`config.mk`:
```
export PLATFORM = sky130hd
export DESIGN_NAME = pfic_firewall
export DESIGN_NICKNAME = d
export VERILOG_FILES = /design/src/pfic_firewall.v
export VERILOG_INCLUDE_DIRS = /design/src
export SDC_FILE = /design/constraint.sdc
export NUM_CORES = 1
export LEC_CHECK = 0
export BUFFER_PORTS_ARGS = -buffer_cell sky130_fd_sc_hd__buf_4
export CORE_MARGIN = 3
export CORE_UTILIZATION = 42
export CTS_CLUSTER_DIAMETER = 50
export DETAILED_ROUTE_END_ITERATION = 10
export PLACE_DENSITY = 0.78
export SKIP_LAST_GASP = 1
export SLEW_MARGIN = 20
export SYNTH_ARGS = -nofsm -noshare
export SYNTH_HDL_FRONTEND = slang
export SYNTH_SLANG_ARGS = --single-unit
export TNS_END_PERCENT = 50
```
`constraint.sdc`:
```
create_clock -name clk_in -period 2.27 [get_ports clk_in]
set_input_delay 0.454 -clock clk_in [delete_from_list [all_inputs] [get_ports clk_in]]
set_output_delay 0.454 -clock clk_in [all_outputs]
set_load 0.02 [all_outputs]
```
`src/pfic_consts.vh`:
```
`ifndef PFIC_CONSTS_VH
`define PFIC_CONSTS_VH

// nominal initiator tag width (values 0x0..0xC)
`define PFIC_TAG_W 4
// tag as seen on this segment, one bit wider
`define PFIC_SEG_TAG_W 5
// left shift applied to the tag on this segment
`define PFIC_TAG_SHIFT 1
// membership vector width
`define PFIC_MASK_W 32
// reset membership: upper 16 bits clear
`define PFIC_MASK_RST 32'h0000FFFF
// address width of the access path
`define PFIC_ADDR_W 32
// data width of the access path
`define PFIC_DATA_W 32

`endif

```
`src/pfic_firewall.v`:
```
`timescale 1ns/1ps
// Notes on behaviour
// RL1: the initiator tag reaches this segment shifted left by one bit compared with other segments.
// RL2: an access is permitted by indexing the membership vector with the doubled tag.
// RL3: on a violation the error log records the doubled tag, not the nominal one.
// RL4: after reset the upper 16 membership bits are zero, admitting only nominal tags below 8.
// RL5: nominal tags 8 or above are denied from reset until the vector is reprogrammed to include them.
// RL6: software programs membership bits and reads logged tags using the doubled tag.
// RL7: nominal tag k maps to membership bit 2k, even positions 0 to 24 only.
// RL8: an access whose bit is clear is blocked from the target and answered with an error.
`include "pfic_consts.vh"

module pfic_firewall #(
    parameter MASK_W = `PFIC_MASK_W,
    parameter [`PFIC_MASK_W-1:0] MASK_RST = `PFIC_MASK_RST
) (
    input wire clk_in, // 20 MHz interconnect clock
    input wire rst_n_in, // async reset, active low
    input wire req_valid_in, // access request from initiator side
    input wire [`PFIC_TAG_W-1:0] req_tag_in, // nominal initiator tag
    input wire [`PFIC_ADDR_W-1:0] req_addr_in, // access address
    input wire req_write_in, // 1 write, 0 read
    input wire [`PFIC_DATA_W-1:0] req_wdata_in, // write data
    input wire mask_wr_in, // load new membership vector
    input wire [MASK_W-1:0] mask_wdata_in, // membership value, indexed by doubled tag
    input wire log_clr_in, // clear the error log
    input wire tgt_done_in, // target completed the forwarded access
    input wire [`PFIC_DATA_W-1:0] tgt_rdata_in, // target read data
    output reg tgt_valid_out, // access forwarded to target
    output reg [`PFIC_ADDR_W-1:0] tgt_addr_out, // forwarded address
    output reg tgt_write_out, // forwarded direction
    output reg [`PFIC_DATA_W-1:0] tgt_wdata_out, // forwarded write data
    output reg resp_valid_out, // response pulse to initiator
    output reg resp_err_out, // response carries an error
    output reg [`PFIC_DATA_W-1:0] resp_rdata_out, // read data to initiator
    output reg [MASK_W-1:0] mask_out, // current membership vector
    output reg log_valid_out, // a violation has been logged
    output reg [`PFIC_SEG_TAG_W-1:0] log_tag_out, // doubled tag of first violation
    output reg [`PFIC_ADDR_W-1:0] log_addr_out, // address of first violation
    output reg log_write_out, // direction of first violation
    output reg busy_out // an access is in progress
);

////////////////////////////////////////////////////////////////////////////////

localparam [2:0] ST_IDLE = 3'b001;
localparam [2:0] ST_FWD = 3'b010;
localparam [2:0] ST_RESP = 3'b100;

// every nominal tag value, including the three above 0xC
localparam TAG_N = 1 << `PFIC_TAG_W;

reg [2:0] state_r;
reg [2:0] state_nxt;
reg [`PFIC_SEG_TAG_W-1:0] seg_tag;
reg permit;
reg take;
reg deny;
reg log_valid_nxt;
reg [`PFIC_SEG_TAG_W-1:0] log_tag_nxt;
reg [`PFIC_ADDR_W-1:0] log_addr_nxt;
reg log_write_nxt;
reg [MASK_W-1:0] mask_nxt;
wire [TAG_N-1:0] tag_admit;

// segment tag: nominal shifted left one place
function [`PFIC_SEG_TAG_W-1:0] seg_tag_of;
    input [`PFIC_TAG_W-1:0] tag;
    begin
        seg_tag_of = {1'b0, tag} << `PFIC_TAG_SHIFT; // RL1 RL7
    end
endfunction

// a taken request whose membership bit is clear
function deny_of;
    input taken;
    input admitted;
    begin
        deny_of = taken && !admitted;
    end
endfunction

////////////////////////////////////////////////////////////////////////////////

// tag k reads bit 2k only; odd bits are stored but never consulted
genvar g;
generate
    for (g = 0; g < TAG_N; g = g + 1) begin : g_admit
        assign tag_admit[g] = mask_out[g << `PFIC_TAG_SHIFT]; // RL2 RL7
    end
endgenerate

always @* begin
    seg_tag = seg_tag_of(req_tag_in); // RL1
    permit = tag_admit[req_tag_in]; // RL2 RL5
    take = (state_r == ST_IDLE) && req_valid_in;
    deny = deny_of(take, permit); // RL8
end

////////////////////////////////////////////////////////////////////////////////

always @* begin
    state_nxt = state_r;
    case (state_r)
        ST_IDLE: begin
            if (take) begin
                state_nxt = permit ? ST_FWD : ST_RESP; // RL8
            end
        end
        ST_FWD: begin
            if (tgt_done_in) begin
                state_nxt = ST_RESP;
            end
        end
        ST_RESP: begin
            state_nxt = ST_IDLE;
        end
        default: begin
            state_nxt = ST_IDLE;
        end
    endcase
end

always @(posedge clk_in or negedge rst_n_in) begin
    if (!rst_n_in) begin
        state_r <= ST_IDLE;
    end else begin
        state_r <= state_nxt;
    end
end

////////////////////////////////////////////////////////////////////////////////

// only permitted accesses ever reach the target
always @(posedge clk_in or negedge rst_n_in) begin
    if (!rst_n_in) begin
        tgt_valid_out <= 1'b0;
        tgt_addr_out <= 32'h00000000;
        tgt_write_out <= 1'b0;
        tgt_wdata_out <= 32'h00000000;
    end else if (take && permit) begin
        tgt_valid_out <= 1'b1; // RL2
        tgt_addr_out <= req_addr_in;
        tgt_write_out <= req_write_in;
        tgt_wdata_out <= req_wdata_in;
    end else if (state_r != ST_FWD || tgt_done_in) begin
        tgt_valid_out <= 1'b0;
    end
end

// errors and writes answer zero data so no stale read leaks out
always @(posedge clk_in or negedge rst_n_in) begin
    if (!rst_n_in) begin
        resp_valid_out <= 1'b0;
        resp_err_out <= 1'b0;
        resp_rdata_out <= 32'h00000000;
    end else begin
        resp_valid_out <= (state_r == ST_RESP); // RL8
        if (take) begin
            resp_err_out <= deny; // RL8
            resp_rdata_out <= 32'h00000000;
        end else if (state_r == ST_FWD && tgt_done_in && !tgt_write_out) begin
            resp_rdata_out <= tgt_rdata_in;
        end
    end
end

// busy spans take to response, so requests in flight are ignored
always @(posedge clk_in or negedge rst_n_in) begin
    if (!rst_n_in) begin
        busy_out <= 1'b0;
    end else if (take) begin
        busy_out <= 1'b1;
    end else if (state_r != ST_FWD) begin
        busy_out <= 1'b0;
    end
end

////////////////////////////////////////////////////////////////////////////////

// membership vector; a write applies from the next taken request
always @* begin
    mask_nxt = mask_out;
    if (mask_wr_in) begin
        mask_nxt = mask_wdata_in; // RL6
    end
end

always @(posedge clk_in or negedge rst_n_in) begin
    if (!rst_n_in) begin
        mask_out <= MASK_RST; // RL4 RL5
    end else begin
        mask_out <= mask_nxt;
    end
end

////////////////////////////////////////////////////////////////////////////////

// log keeps the first violation; a new violation wins over a clear
always @* begin
    log_valid_nxt = log_valid_out;
    log_tag_nxt = log_tag_out;
    log_addr_nxt = log_addr_out;
    log_write_nxt = log_write_out;
    if (deny && (!log_valid_out || log_clr_in)) begin
        log_valid_nxt = 1'b1;
        log_tag_nxt = seg_tag; // RL3
        log_addr_nxt = req_addr_in;
        log_write_nxt = req_write_in;
    end else if (log_clr_in) begin
        log_valid_nxt = 1'b0;
    end
end

always @(posedge clk_in or negedge rst_n_in) begin
    if (!rst_n_in) begin
        log_valid_out <= 1'b0;
        log_tag_out <= 5'h00;
        log_addr_out <= 32'h00000000;
        log_write_out <= 1'b0;
    end else begin
        log_valid_out <= log_valid_nxt;
        log_tag_out <= log_tag_nxt;
        log_addr_out <= log_addr_nxt;
        log_write_out <= log_write_nxt;
    end
end

endmodule // pfic_firewall

```
* Word-level counts from Yosys, hierarchy flattened
Cells that the tools add are included.
Storage, ports and cells: output and inout bits 172, register bits after elaboration 174, word-level logic and storage cells 51, bits of input ports 139
Operators by class: order comparisons 1, muxes and demuxes 14, reductions and logical operators 16, equal/unequal tests 6
Operators by type and width (count):
- 2-to-1 mux 32 bit | 2
- 2-to-1 mux 3 bit | 3
- nonzero test 2 bit | 4
- 2-to-1 mux 1 bit | 7
- logical AND 1 bit | 6
- case mux 3 bit (2 select lines) | 1
- less-than comparator 4 x 5 -> 1 bit, second input constant | 1
- binary-select mux 1 bit (select 4 bit) | 1
- != test 2 bit, second input constant | 2
- equality test 3 x 1 -> 1 bit, second input constant | 1
- equality test 3 x 2 -> 1 bit, second input constant | 1
- equality test 3 bit, second input constant | 1
- zero test 1 bit | 3
- != test 3 x 2 -> 1 bit, second input constant | 1
- logical OR 1 bit | 2
- AND reduction 2 bit | 1

* Logic depth before layout (Yosys ltp)
Gate-level depths: netlist of run 1.
depth after elaboration 6, mapped depth 7, gate-level depth less buffers 4

* Worst setup path after synthesis of run 1
Ideal clock, no wire load.
path kind in2reg, start point in req_tag_in[2], end point reg log_addr_out[21], buffers on the path 2, slack 72 ps, arrival 2073 ps, setup time 125 ps, stages 6, data required time 2145 ps, cells stage by stage buf_6 mux2i_1 mux4_2 a22oi_4 buf_6 mux2_2
Between the ends: word-level cells in the longest chain between the ends 5
Ends and longest elaborated chain:
- start, declared | RTL line pfic_firewall.v:20 | input wire [`PFIC_TAG_W-1:0] req_tag_in,
- binary-select mux 1 bit (select 4 bit) | RTL line pfic_firewall.v:95 | permit = tag_admit[req_tag_in];
- 2-to-1 mux 1 bit (implied by the code) | RTL line pfic_firewall.v:95
- zero test 1 bit | RTL line pfic_firewall.v:79 | deny_of = taken && !admitted;
- logical AND 1 bit | RTL line pfic_firewall.v:79
- logical AND 1 bit | RTL line pfic_firewall.v:205 | if (deny && (!log_valid_out || log_clr_in)) begin
- end signal, assigned | RTL line pfic_firewall.v:224 | log_addr_out <= log_addr_nxt;
- end, declared | RTL line pfic_firewall.v:39 | output reg [`PFIC_ADDR_W-1:0] log_addr_out,
Every way passes these cells. The select of a mux whose other input is x is not followed. A chain may end at the register's enable or synchronous reset.

* Worst setup path after layout of run 1
start point reg mask_out[8], end point reg log_addr_out[5]
Between the ends: word-level cells in the longest chain between the ends 5
Ends and longest elaborated chain:
- start, declared | RTL line pfic_firewall.v:36 | output reg [MASK_W-1:0] mask_out,
- start signal, assigned | RTL line pfic_firewall.v:193 | mask_out <= mask_nxt;
- binary-select mux 1 bit (select 4 bit) | RTL line pfic_firewall.v:95
- 2-to-1 mux 1 bit (implied by the code) | RTL line pfic_firewall.v:95
- zero test 1 bit | RTL line pfic_firewall.v:79
- logical AND 1 bit | RTL line pfic_firewall.v:79
- logical AND 1 bit | RTL line pfic_firewall.v:205
Every way passes these cells. The select of a mux whose other input is x is not followed.

==> results.cfg, run 1 <==
[status]
status = complete, no violations

[floorplanning]
fp.dieW_um = 133
dieArea_um2 = 17800
die_h_um = 133
coreArea_um2 = 15500
pin_count = 311
initial_core_util_pct = 43.8
fp-row-count = 45

[timing]
hold_slack_ns = 0.0139
setup_viol = 0
grt_setup_unrepaired = false
fin_crit_ns = 2.18
slew_viol_final = 0
tns_ns = 0
max_slew_margin_pct = 63.0
worst_slew_pin_slew_ns = 0.555
finalHoldViolCount = 0
fmax_mhz = 458
finalCritPeriodShare_pct = 96.1
skew_ns = 0.0121

[grt]
grt_overflow_total = 0
first_global_vias = 5220
antenna_found_initial = 0
grt.total_usage_pct = 19.4
grt_first_pass_wirelength_um = 27400
grt_max_degree = 59

[cts]
cts.path.max_buffers = 2
cts_buffers = 17
clk_latency_ns = 0.42
cts-root-buf = clkbuf_16
cts_tree = built
htree_levels = 4
post_cts.repair.setup_buffers = 0
cts_repair_resize_count = 0
cts_sinks = 174
clk_pin_slew_ns = 0.06
postCtsHoldBufs = 0

[routing]
ant_nets = 0
routed_wl_um = 17300
drc = 0
drt_iter0_markers = 195
vias_per_cell = 4.85
wl_per_cell_um = 17.2
num_vias = 4885
first_pass_iters = 4

[power]
power_leakage_nw = 4.94
p_comb_share_pct = 39.6
seq_power_share_pct = 37.8
power_density_nw_per_um2 = 1290
irDropWorstVdd_v = 0.000564
swShare_pct = 34.6
internal_power_w = 0.00844
p_sw_w = 0.00447
clockPowerShare_pct = 22.6

[yosys]
yosysSeqAreaShare_pct = 64.3
ys_types = 29
syn_area_per_cell_um2 = 14.6
synthesis.nets = 605
yosysWarningCount = 0
synthArstFlopShare_pct = 100
synth_ff_type = dfrtp_1
synthTopCellsByCount = dfrtp_1, mux2_2, inv_1, o21ai_0, nand3_1
synth-edff-count = 0
yosysMostFrequentCell = dfrtp_1
synth-seq-cells = 174
yosysTopAreaCell = dfrtp_1
netlist.area_leader.share_pct = 57.8
synth.area.top_cells = dfrtp_1, mux2_2, dfstp_2
synth_area_um2 = 6800
syn-instance-count = 466

[critical_path]
slowest_delay_ns = 0.55
crit_path_max_fanout = 31
cpMaxStageDelayCell = dfstp_2
cp.required_ns = 2.56
cpLargestDelayFamily = multiplexers
cp.arrival_ns = 2.47
crit_chain = mux2i_1 > mux4_2 > a22oi_4 > buf_12 > mux2_2
critPathKind = reg2reg
cp-start-kind = flip-flop
endpoint_kind = flip-flop
path_buf_inv = 1

[placed_design]
dp_hpwl_um = 13400
io_buffers = 309
gp_congestion = 0.795

[cells_and_area]
area_growth_pct = 47.1
fillers = 1216
antenna_cells = 0
final_core_util_pct = 64.4
layout-drive-gt1-share_pct = 61.7
fin_nets = 923

[run]
maxCapViolations = 0

[hold_path]
hp-class = in2async
power groups by stage:
stage / Clock, W / Combinational (W) / Sequential [W]
after floorplan: 0 / 0.00143 / 0.00615
after global placement: 0 / 0.00505 / 0.00488
after detailed placement: 0 / 0.00519 / 0.00494
after CTS: 0.00299 / 0.00520 / 0.00489
after global routing: 0.00314 / 0.00542 / 0.00502
final: 0.00292 / 0.00512 / 0.00488
registers in the layout, indices dropped and copies added (netlist names):
name            cells
resp_valid_out      1
tgt_write_out       1
tgt_valid_out       1
log_valid_out       1
state_r             3
log_addr_out       32
log_tag_out         4
busy_out            1
resp_rdata_out     32
tgt_addr_out       32
mask_out           32
tgt_wdata_out      32
log_write_out       1
resp_err_out        1
final cells by class:
class                   count  area, um2  share of cell area, %
clock buffers              20        467                   4.66
inverters                  33        124                   1.24
clock inverters            12        134                   1.34
multi-input cells         233       2130                   21.3
flip-flops and latches    174       4380                   43.7
well taps                 211        264                   2.64
repair buffers            325       2510                   25.0
final timing paths:
kind	from	endpoint	slack [ns]	depth (start not counted)
max in group asynchronous	rst_n_in	mask_out[13]$_DFFE_PN1P_	1.54	2
min in group clk_in	req_wdata_in[29]	tgt_wdata_out[29]$_DFFE_PN0P_	0.25	2
worst min register to register	state_r[1]$_DFFE_PN0P_	resp_valid_out$_DFF_PN0_	0.48	1
worst min-delay path	rst_n_in	tgt_wdata_out[25]$_DFFE_PN0P_	0.01	1
worst max register to register	mask_out[8]$_DFFE_PN1P_	log_addr_out[5]$_DFFE_PN0P_	0.09	5
worst max-delay path	mask_out[8]$_DFFE_PN1P_	log_addr_out[5]$_DFFE_PN0P_	0.09	5
kinds of logic after synthesis:
group / count (synthesis) / synth area share (%)
AO/OA/AOI/OAI: 39 / 3.51
buffers and inverters: 59 / 4.30
flip-flops: 174 / 64.3
multiplexers: 144 / 24.0
other: 1 / 0.0551
AND/OR/NAND/NOR: 49 / 3.81
per-layer routing:
layer / vias to the layer above / routed length [um] / global-route usage [%]
met1: 2406 / 6350 / 21.2
met5: - / 0 / 0
met4: 0 / 364 / 6.74
met2: 206 / 9150 / 34.8
met3: 28 / 1480 / 7.14
li1: 2245 / - / -
through the flow:
stage | total power [W] | cell area, um2 | cells | worst slack (ns)
6_report | 0.0129 | 10000 | 1008 | 0.0889
5_1_grt | 0.0136 | 10000 | 1008 | 0.00457
4_1_cts | 0.0131 | 10000 | 1008 | 0.0806
3_5_place_dp | 0.0101 | 9400 | 976 | -0.0611
3_3_place_gp | 0.00992 | 9400 | 976 | -0.0149
2_1_floorplan | 0.00758 | 6800 | 466 | 0.0723
layout by cell type (no fill, tap or decap), types with 3 or more instances in the layout:
| cell type | synthesis | routed |
|---|---|---|
| buf_12 | 0 | 5 |
| buf_4 | 5 | 319 |
| clkbuf_16 | 0 | 17 |
| clkbuf_8 | 0 | 3 |
| clkinv_2 | 0 | 3 |
| dfrtp_1 | 157 | 157 |
| dfstp_2 | 17 | 17 |
| inv_1 | 33 | 33 |
| inv_6 | 0 | 3 |
| mux2_1 | 20 | 20 |
| mux2_2 | 113 | 113 |
| mux2i_1 | 9 | 9 |
| nand2_1 | 5 | 5 |
| nand3_1 | 32 | 32 |
| nor2_1 | 3 | 3 |
| nor3b_1 | 3 | 3 |
| o21ai_0 | 33 | 33 |
Power figures use the tool's default switching activity.
==> run 2, diff against run 1 <==
--- a/config.mk
+++ b/config.mk
@@ -8,6 +8,8 @@
 export LEC_CHECK = 0
 export BUFFER_PORTS_ARGS = -buffer_cell sky130_fd_sc_hd__buf_4
+export CELL_PAD_IN_SITES_DETAIL_PLACEMENT = 1
+export CELL_PAD_IN_SITES_GLOBAL_PLACEMENT = 1
 export CORE_MARGIN = 3
-export CORE_UTILIZATION = 42
+export CORE_UTILIZATION = 33
 export CTS_CLUSTER_DIAMETER = 50
 export DETAILED_ROUTE_END_ITERATION = 10
==> constraint.sdc (replaced) <==
create_clock -name clk_in -period 2.27 [get_ports clk_in]
set_input_delay 0.3405 -clock clk_in [delete_from_list [all_inputs] [get_ports clk_in]]
set_output_delay 0.3405 -clock clk_in [all_outputs]
set_load 0.02 [all_outputs]
==> run 2 against run 1 <==
Clock power rose by 2%. Highest routed layer unchanged. Combinational power up 3%. Count of clock-buffer cells in the layout down 2. Utilization down 13 points. Largest cell class unchanged.
==> results.cfg, run 2 (same netlist as run 1, synthesis figures left out) <==
[status]
status = complete, no violations

[power]
clockPowerShare_pct = 22.7
power_leakage_nw = 4.96
p_sw_w = 0.00467
seq_power_share_pct = 37.3
power_density_nw_per_um2 = 1290
p_comb_share_pct = 40.0
irDropWorstVdd_v = 0.000585
internal_power_w = 0.00844
swShare_pct = 35.6

[timing]
setup_viol = 0
finalHoldViolCount = 0
grt_setup_unrepaired = true
finalCritPeriodShare_pct = 98.1
slew_viol_final = 0
max_slew_margin_pct = 62.9
worst_slew_pin_slew_ns = 0.557
hold_slack_ns = 0.142
fmax_mhz = 449
fin_crit_ns = 2.23
skew_ns = 0.0118

[cts]
cts_sinks = 174
cts-root-buf = clkbuf_16
clk_pin_slew_ns = 0.07
htree_levels = 4
cts_buffers = 17
cts_tree = built
cts.path.max_buffers = 2
clk_latency_ns = 0.42

[cells_and_area]
mostFrequentLayoutCell = buf_4
final_core_util_pct = 51.0
final_cell_mix = buf_4, dfrtp_1, mux2_2, inv_1, o21ai_0
antenna_cells = 0
area_growth_pct = 48.9
fin_nets = 925
layout-drive-gt1-share_pct = 61.7
fillers = 2094

[floorplanning]
fp.dieW_um = 150
coreArea_um2 = 19800
initial_core_util_pct = 34.3
pin_count = 311
die_h_um = 150
fp-row-count = 51
dieArea_um2 = 22400

[critical_path]
cp-start-kind = flip-flop
endpoint_kind = flip-flop
crit_path_max_fanout = 19
cp.required_ns = 2.56
slowest_delay_ns = 0.55
cpMaxStageDelayCell = dfstp_2
cp.arrival_ns = 2.52
rr_worst_depth = 6
path_buf_inv = 2
critPathKind = reg2reg
cpLargestDelayFamily = multiplexers
crit_chain = mux2i_1 > mux4_2 > o22ai_4 > buf_4 > clkbuf_16 > mux2_1
rrSetupSlack_ns = 0.04
timing.rr.end = tgt_addr_out[4]$_DFFE_PN0P_
timing.rr.start = mask_out[4]$_DFFE_PN1P_

[grt]
grt_overflow_total = 0
grt_first_pass_wirelength_um = 30400
grt_max_degree = 56
grt.total_usage_pct = 17.3
first_global_vias = 5579
antenna_found_initial = 0

[routing]
routed_wl_um = 20200
drt_iter0_markers = 100
wl_per_cell_um = 19.0
routed.top_layer = met4
wl_met2_um = 10500
vias_per_cell = 4.62
drc = 0
first_pass_iters = 4
wl_met3_um = 1490
wl_met1_um = 7820
ant_nets = 0
num_vias = 4908

[hold_path]
min_to = tgt_wdata_out[30]$_DFFE_PN0P_
hp-class = in2reg
hold_start = req_wdata_in[30]
hold_depth = 2

[run]
maxCapViolations = 0

[placed_design]
dp_hpwl_um = 15100
io_buffers = 309
gp_congestion = 0.751
==> run 2: layer usage <==
metal / GRT usage (%) / vias to the layer above
met3: 4.91 / 26
met2: 31.1 / 192
li1: - / 2246
met1: 20.1 / 2444
met4: 5.35 / 0
met5: 0 / -
==> run 2: worst max-delay path by stage <==
stage                                  start                           end  cells after the start
detailed placement             req_tag_in[2]  tgt_addr_out[17]$_DFFE_PN0P_                      6
global route        mask_out[14]$_DFFE_PN1P_   tgt_addr_out[4]$_DFFE_PN0P_                      6
finish               mask_out[4]$_DFFE_PN1P_   tgt_addr_out[4]$_DFFE_PN0P_                      6
floorplan           mask_out[12]$_DFFE_PN1P_  log_addr_out[21]$_DFFE_PN0P_                      5
global placement               req_tag_in[2]  tgt_addr_out[22]$_DFFE_PN0P_                      6
CTS                  mask_out[4]$_DFFE_PN1P_  tgt_addr_out[17]$_DFFE_PN0P_                      5
==> run 2: repair_timing <==
| action | CTS | global route |
|---|---|---|
| setup buffers | 0 | 3 |
| setup endpoints to repair | 0 | 24 |
| hold buffers | 1 | 0 |
| resized for setup | 0 | 0 |
| endpoints found under the hold margin | 51 | 0 |
==> run 2: layout make-up <==
type                            instances  area (um2)  area share (%)
Sequential cell                       174        4380            43.2
Timing Repair Buffer                  327        2570            25.4
Multi-Input combinational cell        233        2130            21.1
Clock buffer                           18         439            4.33
Tap cell                              265         332            3.27
Clock inverter                         13         155            1.53
Inverter                               33         124            1.22
==> run 2: worst register-to-register path, stage by stage, from the launching register on <==
cell,delay [ns]
dfstp_2,0.55
mux2i_1,0.07
mux4_2,0.55
o22ai_4,0.21
buf_4,0.18
clkbuf_16,0.20
mux2_1,0.34
==> run 2: power groups by stage <==
stage | registers [W] | clock network [W] | logic [W]
global route | 0.00502 | 0.00320 | 0.00556
floorplan | 0.00615 | 0 | 0.00143
finish | 0.00489 | 0.00297 | 0.00525
CTS | 0.00491 | 0.00306 | 0.00527
detailed placement | 0.00495 | 0 | 0.00526
global placement | 0.00486 | 0 | 0.00509
==> run 2: through the flow <==
step                      cell area (um2)  setup TNS, ns  power (W)  worst slack, ns  instances
after global routing                10100         -0.436     0.0138          -0.0266       1063
after global placement               9450              0    0.00995           0.0466       1026
after floorplan                      6800              0    0.00758            0.122        466
after CTS                           10100              0     0.0132           0.0425       1058
final                               10100              0     0.0131           0.0426       1063
after detailed placement             9450              0     0.0102          0.00465       1026
==> run 3, diff against run 2 <==
BUFFER_PORTS_ARGS = -buffer_cell sky130_fd_sc_hd__buf_2   (was -buffer_cell sky130_fd_sc_hd__buf_4)
==> run 3 against run 2 <==
Routed wire length decreased by 10%. Sequential share of layout area grew 3.9 points. Utilization down 4.2 points. First-iteration DRC count increased by 37%. Clock power barely moved. Non-clock buffer count fell by 3. Register-to-register slack better by 0.04 ns. Combinational power fell by 15%. Via count fell by 1.9%. Hold slack improved by 0.0030 ns. Cell count fell by 0.19%. Sequential cell count unchanged. Critical endpoint is now tgt_addr_out[30]$_DFFE_PN0P_. Largest cell class unchanged. Highest routed layer is now met5.
==> results.cfg, run 3 (same netlist as run 1, synthesis figures left out) <==
[status]
status = complete, no violations

[critical_path]
endpoint_kind = flip-flop
cp.arrival_ns = 2.48
rrSetupSlack_ns = 0.08
crit_path_max_fanout = 35
rr_worst_depth = 5
cp-endpoint = tgt_addr_out[30]$_DFFE_PN0P_
timing.rr.end = tgt_addr_out[30]$_DFFE_PN0P_
crit_start = mask_out[12]$_DFFE_PN1P_
cp-start-kind = flip-flop
cp.required_ns = 2.57
critPathKind = reg2reg
timing.rr.start = mask_out[12]$_DFFE_PN1P_

[floorplanning]
initial_core_util_pct = 34.3
coreArea_um2 = 19800
dieArea_um2 = 22400
fp-row-count = 51
die_h_um = 150
fp.dieW_um = 150
pin_count = 311

[cells_and_area]
final_cell_mix = buf_2, dfrtp_1, mux2_2, inv_1, o21ai_0
final_core_util_pct = 46.8
mostFrequentLayoutCell = buf_2
fin_nets = 922
antenna_cells = 0
area_growth_pct = 36.6
layout-drive-gt1-share_pct = 61.3

[timing]
grt_setup_unrepaired = true
postLayoutSetupSlackWorst_ns = 0.0825
fin_crit_ns = 2.19
finalHoldViolCount = 0
setup_viol = 0
max_slew_margin_pct = 53.3
worst_slew_pin_slew_ns = 0.701
finalCritPeriodShare_pct = 96.4
fmax_mhz = 457
slew_viol_final = 0
skew_ns = 0.0104

[routing]
drc = 0
wl_per_cell_um = 17.1
first_pass_iters = 4
ant_nets = 0
drt_iter0_markers = 137
routed_wl_um = 18200
num_vias = 4817
vias_per_cell = 4.54

[cts]
cts-root-buf = clkbuf_16
cts.path.max_buffers = 2
clk_pin_slew_ns = 0.07
cts_buffers = 17
cts_sinks = 174
cts_repair_resize_count = 0
cts_tree = built
post_cts.repair.setup_buffers = 0
clk_latency_ns = 0.41
htree_levels = 4

[hold_path]
hold_start = req_wdata_in[25]
hp-class = in2reg

[placed_design]
gp_congestion = 0.737
dp_hpwl_um = 13800
io_buffers = 309
pre_cts_ws_ns = -0.0247

[power]
irDropWorstVdd_v = 0.000511
power_leakage_nw = 4.69
power_density_nw_per_um2 = 1310

[grt]
grt_first_pass_wirelength_um = 27900
first_global_vias = 5298
grt_overflow_total = 0
grt.total_usage_pct = 15.9
grt_max_degree = 57
antenna_found_initial = 2

[run]
maxCapViolations = 0
## run 3: area by class of cell
cell class	count	area (um2)
Multi-Input combinational cell	233	2130
Clock inverter	12	149
Tap cell	265	332
Timing Repair Buffer	324	1730
Clock buffer	20	447
Sequential cell	174	4380
Fill cell	2186	10600
Inverter	33	124
## run 3: worst max-delay path, cell delays in order, from the launching register on
cell	delay, ns
dfstp_2	0.56
mux2i_1	0.07
mux4_2	0.56
o22ai_4	0.25
buf_12	0.24
mux2_2	0.36
## run 3: metrics by stage
stage	power (W)	setup TNS (ns)	cell area, um2	hold WS (ns)	instances
floorplan	0.00758	0	6800	0.0449	466
global placement	0.00923	0	8690	0.347	1028
detailed placement	0.00940	-0.625	8690	0.351	1028
CTS	0.0124	0	9290	0.124	1061
global route	0.0129	-0.442	9290	0.116	1061
finish	0.0122	0	9290	0.145	1061
## run 3: timing repair
action | CTS | global route
setup endpoints to repair | 0 | 61
hold buffers | 1 | 0
endpoints found under the hold margin | 51 | 0
## run 3: worst min path at each step
stage | end | slack, ns | depth (start not counted)
floorplan | busy_out$_DFFE_PN0P_ | 0.04 | 0
global placement | tgt_wdata_out[20]$_DFFE_PN0P_ | 0.35 | 1
detailed placement | tgt_wdata_out[20]$_DFFE_PN0P_ | 0.35 | 1
CTS | tgt_wdata_out[30]$_DFFE_PN0P_ | 0.12 | 2
global route | tgt_wdata_out[30]$_DFFE_PN0P_ | 0.12 | 2
finish | tgt_wdata_out[25]$_DFFE_PN0P_ | 0.15 | 2
## run 3: per-layer routing
layer	wire length, um	share of wire [%]	up-vias	global-route usage [%]
met5	29	0.16	-	0
met4	339	1.9	4	4.99
met3	1540	8.5	24	5.39
met2	9240	51	187	28.3
met1	7020	39	2365	18.1
li1	-	-	2237	-
## run 3: report_power, final
part	switching [W]	leakage (nW)	internal, W	total (W)
Sequential	0.000544	2.11	0.00423	0.00477
Combinational	0.00264	2.30	0.00183	0.00447
Clock	0.00128	0.282	0.00169	0.00297
Total	0.00447	4.69	0.00774	0.0122
